===== src/inc/gpds_pkg.sv =====
// gpio port package: register map, field layout, bus carriers
package gpds_pkg;
  localparam int PIN_COUNT = 8;
  localparam int ADDR_WIDTH = 12;
  // register byte offsets
  localparam logic [11:0] OFFS_DATA_LAST = 12'h3FF;
  localparam logic [11:0] OFFS_DIR = 12'h400;
  localparam logic [11:0] OFFS_SENSE = 12'h404;
  localparam logic [11:0] OFFS_BOTH = 12'h408;
  localparam logic [11:0] OFFS_POL = 12'h40C;
  localparam logic [11:0] OFFS_MASK = 12'h410;
  localparam logic [11:0] OFFS_RAW = 12'h414;
  localparam logic [11:0] OFFS_MIS = 12'h418;
  localparam logic [11:0] OFFS_CLR = 12'h41C;
  // data alias mask sits in address bits [9:2]
  localparam int ALIAS_LSB = 2;
  localparam int ALIAS_MSB = 9;
  localparam logic [7:0] FIELD_RESET = 8'h00;
  localparam logic [31:0] RSVD_ZERO = 32'h0000_0000;

  typedef struct packed {
    logic sel;
    logic write;
    logic [11:0] addr;
    logic [31:0] wdata;
  } gpds_req_t;

  typedef struct packed {
    logic [7:0] out;
    logic [7:0] oe;
  } gpds_pins_t;
endpackage


===== src/logic/gpds_irq_detect.sv =====
// per-pin interrupt detection: edge/level sense, polarity, raw status
`timescale 1ns/1ps
module gpds_irq_detect #(
  parameter int WIDTH = 8
) (
  input wire logic mclk,
  input wire logic sys_rst,
  input wire logic [WIDTH-1:0] pinNow,
  input wire logic [WIDTH-1:0] pinPrev,
  input wire logic [WIDTH-1:0] senseBits,
  input wire logic [WIDTH-1:0] bothEdgeBits,
  input wire logic [WIDTH-1:0] polarityBits,
  input wire logic [WIDTH-1:0] clearPulse,
  output logic [WIDTH-1:0] rawStatus
);
  logic [WIDTH-1:0] raw_q;
  logic [WIDTH-1:0] raw_d;

  always_comb begin
    logic rise;
    logic fall;
    logic edgeHit;
    rise = 1'b0;
    fall = 1'b0;
    edgeHit = 1'b0;
    raw_d = raw_q;
    for (int i = 0; i < WIDTH; i++) begin
      rise = pinNow[i] & ~pinPrev[i];
      fall = ~pinNow[i] & pinPrev[i];
      if (bothEdgeBits[i]) begin
        edgeHit = rise | fall;
      end else begin
        edgeHit = polarityBits[i] ? rise : fall;
      end
      if (senseBits[i]) begin
        raw_d[i] = (pinNow[i] == polarityBits[i]);
      end else if (edgeHit) begin
        raw_d[i] = 1'b1;
      end else if (clearPulse[i]) begin
        raw_d[i] = 1'b0;
      end
    end
  end

  always_ff @(posedge mclk) begin
    if (sys_rst) begin
      raw_q <= '0;
    end else begin
      raw_q <= raw_d;
    end
  end

  assign rawStatus = raw_q;
endmodule // gpds_irq_detect


===== src/logic/gpds_port.sv =====
// eight-pin gpio port: aliased data, direction, interrupt sense and status
`timescale 1ns/1ps
module gpds_port #(
  parameter int WIDTH = gpds_pkg::PIN_COUNT
) (
  input wire logic mclk,
  input wire logic sys_rst,
  input wire gpds_pkg::gpds_req_t busReq,
  output logic [31:0] busRdata,
  input wire logic [WIDTH-1:0] pinIn,
  output gpds_pkg::gpds_pins_t pinDrive,
  output logic irqOut
);
  logic [WIDTH-1:0] data_q;
  logic [WIDTH-1:0] data_d;
  logic [WIDTH-1:0] dir_q;
  logic [WIDTH-1:0] dir_d;
  logic [WIDTH-1:0] sense_q;
  logic [WIDTH-1:0] sense_d;
  logic [WIDTH-1:0] both_q;
  logic [WIDTH-1:0] both_d;
  logic [WIDTH-1:0] pol_q;
  logic [WIDTH-1:0] pol_d;
  logic [WIDTH-1:0] mask_q;
  logic [WIDTH-1:0] mask_d;
  logic [WIDTH-1:0] syncA_q;
  logic [WIDTH-1:0] syncB_q;
  logic [WIDTH-1:0] prev_q;
  logic [31:0] rdata_q;
  logic [31:0] rdata_d;
  logic [WIDTH-1:0] clrPulse;
  logic [WIDTH-1:0] rawStatus;
  logic [WIDTH-1:0] maskedStatus;
  logic [WIDTH-1:0] aliasMask;
  logic [WIDTH-1:0] outBits;
  logic [WIDTH-1:0] inBits;
  logic [WIDTH-1:0] current;
  logic [WIDTH-1:0] wrField;
  logic [WIDTH-1:0] wrEnable;
  logic isData;
  logic wr;
  logic rd;
  logic wrDir;
  logic wrSense;
  logic wrBoth;
  logic wrPol;
  logic wrMask;
  logic wrClr;

  function automatic logic [31:0] zext(input logic [WIDTH-1:0] v);
    zext = gpds_pkg::RSVD_ZERO;
    zext[WIDTH-1:0] = v;
  endfunction

  // exact hit on one control register offset
  function automatic logic regHit(input logic [11:0] a, input logic [11:0] offs);
    regHit = (a == offs);
  endfunction

  // every offset below the control block is a data alias
  assign isData = busReq.addr <= gpds_pkg::OFFS_DATA_LAST;
  assign aliasMask = busReq.addr[gpds_pkg::ALIAS_MSB:gpds_pkg::ALIAS_LSB];
  assign wr = busReq.sel & busReq.write;
  assign rd = busReq.sel & ~busReq.write;
  assign wrField = busReq.wdata[WIDTH-1:0];
  assign outBits = data_q & dir_q;
  assign inBits = syncB_q & ~dir_q;
  assign current = outBits | inBits;
  assign wrEnable = aliasMask & dir_q;
  assign maskedStatus = rawStatus & mask_q;

  // write strobes, one per writable control register
  assign wrDir = wr & regHit(busReq.addr, gpds_pkg::OFFS_DIR);
  assign wrSense = wr & regHit(busReq.addr, gpds_pkg::OFFS_SENSE);
  assign wrBoth = wr & regHit(busReq.addr, gpds_pkg::OFFS_BOTH);
  assign wrPol = wr & regHit(busReq.addr, gpds_pkg::OFFS_POL);
  assign wrMask = wr & regHit(busReq.addr, gpds_pkg::OFFS_MASK);
  assign wrClr = wr & regHit(busReq.addr, gpds_pkg::OFFS_CLR);

  // data latch: input pins and alias-masked bits keep their value
  always_comb begin
    data_d = data_q;
    if (wr && isData) begin
      data_d = (data_q & ~wrEnable) |
               (wrField & wrEnable);
    end
  end

  always_ff @(posedge mclk) begin
    if (sys_rst) begin
      data_q <= gpds_pkg::FIELD_RESET;
    end else begin
      data_q <= data_d;
    end
  end

  // direction and interrupt configuration; clear is a one-cycle pulse
  always_comb begin
    dir_d = dir_q;
    sense_d = sense_q;
    both_d = both_q;
    pol_d = pol_q;
    mask_d = mask_q;
    clrPulse = '0;
    if (wrDir) begin
      dir_d = wrField;
    end
    if (wrSense) begin
      sense_d = wrField;
    end
    if (wrBoth) begin
      both_d = wrField;
    end
    if (wrPol) begin
      pol_d = wrField;
    end
    if (wrMask) begin
      mask_d = wrField;
    end
    if (wrClr) begin
      clrPulse = wrField;
    end
  end

  always_ff @(posedge mclk) begin
    if (sys_rst) begin
      dir_q <= gpds_pkg::FIELD_RESET;
      sense_q <= gpds_pkg::FIELD_RESET;
      both_q <= gpds_pkg::FIELD_RESET;
      pol_q <= gpds_pkg::FIELD_RESET;
      mask_q <= gpds_pkg::FIELD_RESET;
    end else begin
      dir_q <= dir_d;
      sense_q <= sense_d;
      both_q <= both_d;
      pol_q <= pol_d;
      mask_q <= mask_d;
    end
  end

  // per-pin sampling: two stages into the clock domain, one history stage
  for (genvar p = 0; p < WIDTH; p++) begin : g_pinSample
    always_ff @(posedge mclk) begin
      if (sys_rst) begin
        syncA_q[p] <= 1'b0;
        syncB_q[p] <= 1'b0;
        prev_q[p] <= 1'b0;
      end else begin
        syncA_q[p] <= pinIn[p];
        syncB_q[p] <= syncA_q[p];
        prev_q[p] <= syncB_q[p];
      end
    end
  end

  // read data, registered one cycle after the select; write-only offsets read zero
  always_comb begin
    rdata_d = gpds_pkg::RSVD_ZERO;
    if (rd) begin
      if (isData) begin
        rdata_d = zext(current & aliasMask);
      end else begin
        unique case (busReq.addr)
          gpds_pkg::OFFS_DIR: rdata_d = zext(dir_q);
          gpds_pkg::OFFS_SENSE: rdata_d = zext(sense_q);
          gpds_pkg::OFFS_BOTH: rdata_d = zext(both_q);
          gpds_pkg::OFFS_POL: rdata_d = zext(pol_q);
          gpds_pkg::OFFS_MASK: rdata_d = zext(mask_q);
          gpds_pkg::OFFS_RAW: rdata_d = zext(rawStatus);
          gpds_pkg::OFFS_MIS: rdata_d = zext(maskedStatus);
          default: rdata_d = gpds_pkg::RSVD_ZERO;
        endcase
      end
    end
  end

  always_ff @(posedge mclk) begin
    if (sys_rst) begin
      rdata_q <= gpds_pkg::RSVD_ZERO;
    end else begin
      rdata_q <= rdata_d;
    end
  end

  // detection compares the second sync stage with its one-cycle history
  gpds_irq_detect #(.WIDTH(WIDTH)) u_detect (
    .mclk(mclk),
    .sys_rst(sys_rst),
    .pinNow(syncB_q),
    .pinPrev(prev_q),
    .senseBits(sense_q),
    .bothEdgeBits(both_q),
    .polarityBits(pol_q),
    .clearPulse(clrPulse),
    .rawStatus(rawStatus)
  );

  assign busRdata = rdata_q;
  // pins drive straight from the data latch; direction gates the driver
  assign pinDrive.out = data_q;
  assign pinDrive.oe = dir_q;
  // combined interrupt: raw status gated by the per-pin mask
  assign irqOut = |maskedStatus;
endmodule // gpds_port


===== config.mk =====
export PLATFORM = sky130hd
export DESIGN_NAME = gpds_port
export DESIGN_NICKNAME = d
export VERILOG_FILES = /design/src/inc/gpds_pkg.sv /design/src/logic/gpds_irq_detect.sv /design/src/logic/gpds_port.sv
export SDC_FILE = /design/constraint.sdc
export NUM_CORES = 1
export LEC_CHECK = 0
export BUFFER_PORTS_ARGS = -buffer_cell sky130_fd_sc_hd__buf_2
export CORE_ASPECT_RATIO = 1.75
export CORE_MARGIN = 8
export CORE_UTILIZATION = 49
export CTS_BUF_LIST = sky130_fd_sc_hd__clkbuf_4 sky130_fd_sc_hd__clkbuf_8 sky130_fd_sc_hd__clkbuf_16
export DETAILED_ROUTE_END_ITERATION = 16
export GPL_TIMING_DRIVEN = 1
export PLACE_DENSITY_LB_ADDON = 0.12
export SLEW_MARGIN = 20
export SYNTH_ARGS = -nofsm -noshare
export SYNTH_HDL_FRONTEND = slang
export SYNTH_SLANG_ARGS = --single-unit

===== constraint.sdc =====
create_clock -name mclk -period 1.28 [get_ports mclk]
set_input_delay 0.128 -clock mclk [delete_from_list [all_inputs] [get_ports mclk]]
set_output_delay 0.128 -clock mclk [all_outputs]
set_load 0.02 [all_outputs]

==> out/metrics.cfg <==
[status]
outcome=complete, but fails checks
violations=setup timing

[setup_path]
startpoint=mask_q[3]
slowest_stage=or4b_4
critical_path_class=flip-flop to primary output
worstSetupEndpointType=primary output
crit_path_start_kind=flip-flop
timing.rr.start=u_detect.rawStatus[5]
crit_path_max_fanout=2
crit_chain=a22o_1 -> or4b_4 -> buf_6
max_stage_delay_ps=530
required_ps=1150
arrival_ps=1570

[floorplan]
start_util_pct=49.8
num_rows=46
ios=105
die_x_um=88
die_h_um=142
coreArea_sq_mm=0.00892
fp.dieArea_sq_mm=0.0125

[synth]
ys_seq_area_share_pct=39.6
post_synth_num_cell_types=48
synth_cells=467
synthArstFlopShare_pct=0
avgSynthCellArea_sq_um=9.52
yosys_warnings=0
synthesis.area_sq_mm=0.00445
synth_edf_count=0
yosys_most_used_dff=dfxtp_1
ys_seq_elements=88

[power_and_ir_drop]
internal-power_mw=4.55
cellPowerDensity_mw_per_mm2=1010
clockPowerShare_pct=43.4
totalPowerFinal_mw=6.01
peakVddDrop_mv=0.843
pwr-share-comb_pct=10.0
p_leak_nw=2.77
switchingPower_mw=1.47
seq_power_share_pct=46.6
swShare_pct=24.4

[finish]
final_util_pct=66.7
layout_common_cells=mux2i_1, dfxtp_1, nor2_1, buf_4, buf_2
nets=668
area_delta_synth_final_pct=33.9
seqCellArea_sq_mm=0.00178
multiInputGateArea_sq_mm=0.00264
final.fill_count=735
n_antenna_cell=0
layout-drive-gt1-share_pct=35.4
final_common_cell=mux2i_1

[timing]
rsz0062_at_grt=true
setup_viol=1
finClkSkew_ps=5.16
slew_violations=0
slew_headroom_pct=63.8
fin_ws_ps=-418
period_share_pct=133
hold_viol=0
fmax_ghz=0.589
tightest_slew_ps=544
fin_crit_ps=1700

[clock_network]
clk_latency_ps=340
cts_max_level=3
cts_buffers=9
cts_tree=built
root_buffer=clkbuf_16
path_clk_slew_ps=60
clock_path_buffers=2
cts_num_sinks=88

[routing]
num_vias=3848
vias_per_cell=5.34
dr.first_iter.drc_count=186
drt_wl_total_um=12200
ant_nets=0
post_drt_wl_per_cell_um=16.9
dr.pass1.iters=4
drc=0

[job]
cap_viol_max_count=0

[global_route]
grt_pass1_wl_um=18900
grt_usage_pct=19.8
antenna_found_initial=0
grt_pass1_vias=3759
grt_max_degree=53
grt-ovfl-total=0

[placement]
io_buffers=56
gp_congestion=0.888
dp_hpwl_um=8960

[worst_hold_path]
worstHoldStart=pinIn[6]
hp-class=primary input to flip-flop

## state kept, by name, indices dropped and copies added, names as in the netlist, named ones only
| register | flops |
|---|---|
| pol_q | 8 |
| mask_q | 8 |
| dir_q | 8 |
| sense_q | 8 |
| prev_q | 8 |
| busRdata | 8 |
| both_q | 8 |
| u_detect.rawStatus | 8 |
| syncA_q | 8 |
| syncB_q | 8 |
## kinds of logic after synthesis
logic type                 after synthesis  share of synthesized area (%)
AOI/OAI and AO/OA                       50                           7.15
xor gates and xnor gates                 8                           1.58
adders and majority gates               16                           4.50
buffers and inverters                   62                           7.51
DFF                                     88                           39.6
muxes                                   82                           19.9
other                                    1                         0.0844
and+or+nand+nor                        160                           19.7
## critical path: cells and delay by family, from the launching register on
| family | cells | cell delay, ps |
|---|---|---|
| AOI/OAI and AO/OA | 1 | 230 |
| buffers and inverters | 1 | 150 |
| DFF | 1 | 320 |
| and+or+nand+nor | 1 | 530 |
## worst paths after layout
path                  to  slack [ps]  cells past startpoint
max               irqOut        -420                      3
min           syncA_q[6]           4                      2
max reg2reg  busRdata[5]          20                      4
min reg2reg   syncB_q[4]         440                      1
## per-layer routing
metal  wire length (um)  vias to the layer above  global-route usage (%)
met5                  0                        -                       0
met4                420                        0                    9.49
met3                719                       28                    3.76
met2               5990                      117                    33.9
met1               5040                     1849                    22.7
li1                   -                     1854                       -
## metrics by stage
step	hold slack (ps)	TNS, ps	instances	setup WS [ps]	area [sq um]
floorplan	256	-1010	490	-33.9	4570
global placement	336	-8620	690	-296	5300
detailed placement	345	-9790	690	-291	5300
CTS	2.19	-429	714	-429	5700
global route	10.6	-532	721	-438	5950
finish	3.87	-418	721	-418	5950
## what timing repair did
action,CTS,global route
gates cloned,0,0
setup endpoints to repair,4,21
gates resized for setup,12,50
pin swaps,7,28
hold buffers,7,0
buffers inserted,1,7
endpoints found under the hold margin,7,0
## Yosys cell counts, types with 3 or more instances
cell      instances  area share [%]
nor4bb_1          3            0.68
inv_1            18             1.5
dfxtp_1          88              40
xor2_1            8             1.6
nand2b_1          4            0.56
a221oi_1          8             1.6
nor4b_1           3            0.59
o21ai_0          24             2.7
mux4_2            5             2.5
nor2_1           68             5.7
a21oi_1           4            0.45
clkbuf_1         14             1.2
nand3_1          22             2.5
nand2_1          15             1.3
o221ai_1          5            0.99
buf_2             3            0.34
buf_4            26             4.4
ha_1             16             4.5
nand4_2           4             1.1
mux2i_1          77              17
nand3b_1          3            0.51
nor2b_1          16             2.3
## power by group through the flow
stage / Combinational, mW / Clock [mW] / Sequential, mW
3_3_place_gp: 0.525 / 0 / 2.85
3_5_place_dp: 0.532 / 0 / 2.86
6_report: 0.601 / 2.61 / 2.80
2_1_floorplan: 0.336 / 0 / 2.86
4_1_cts: 0.556 / 2.65 / 2.80
5_1_grt: 0.650 / 2.76 / 2.81
## area by class of cell
cell class / count / area share (%)
Multi-Input combinational cell: 340 / 44.4
Clock inverter: 7 / 1.20
Tap cell: 120 / 2.52
Clock buffer: 9 / 3.78
Sequential cell: 88 / 29.9
Timing Repair Buffer: 139 / 17.0
Inverter: 18 / 1.14
Power figures use the tool's default switching activity.
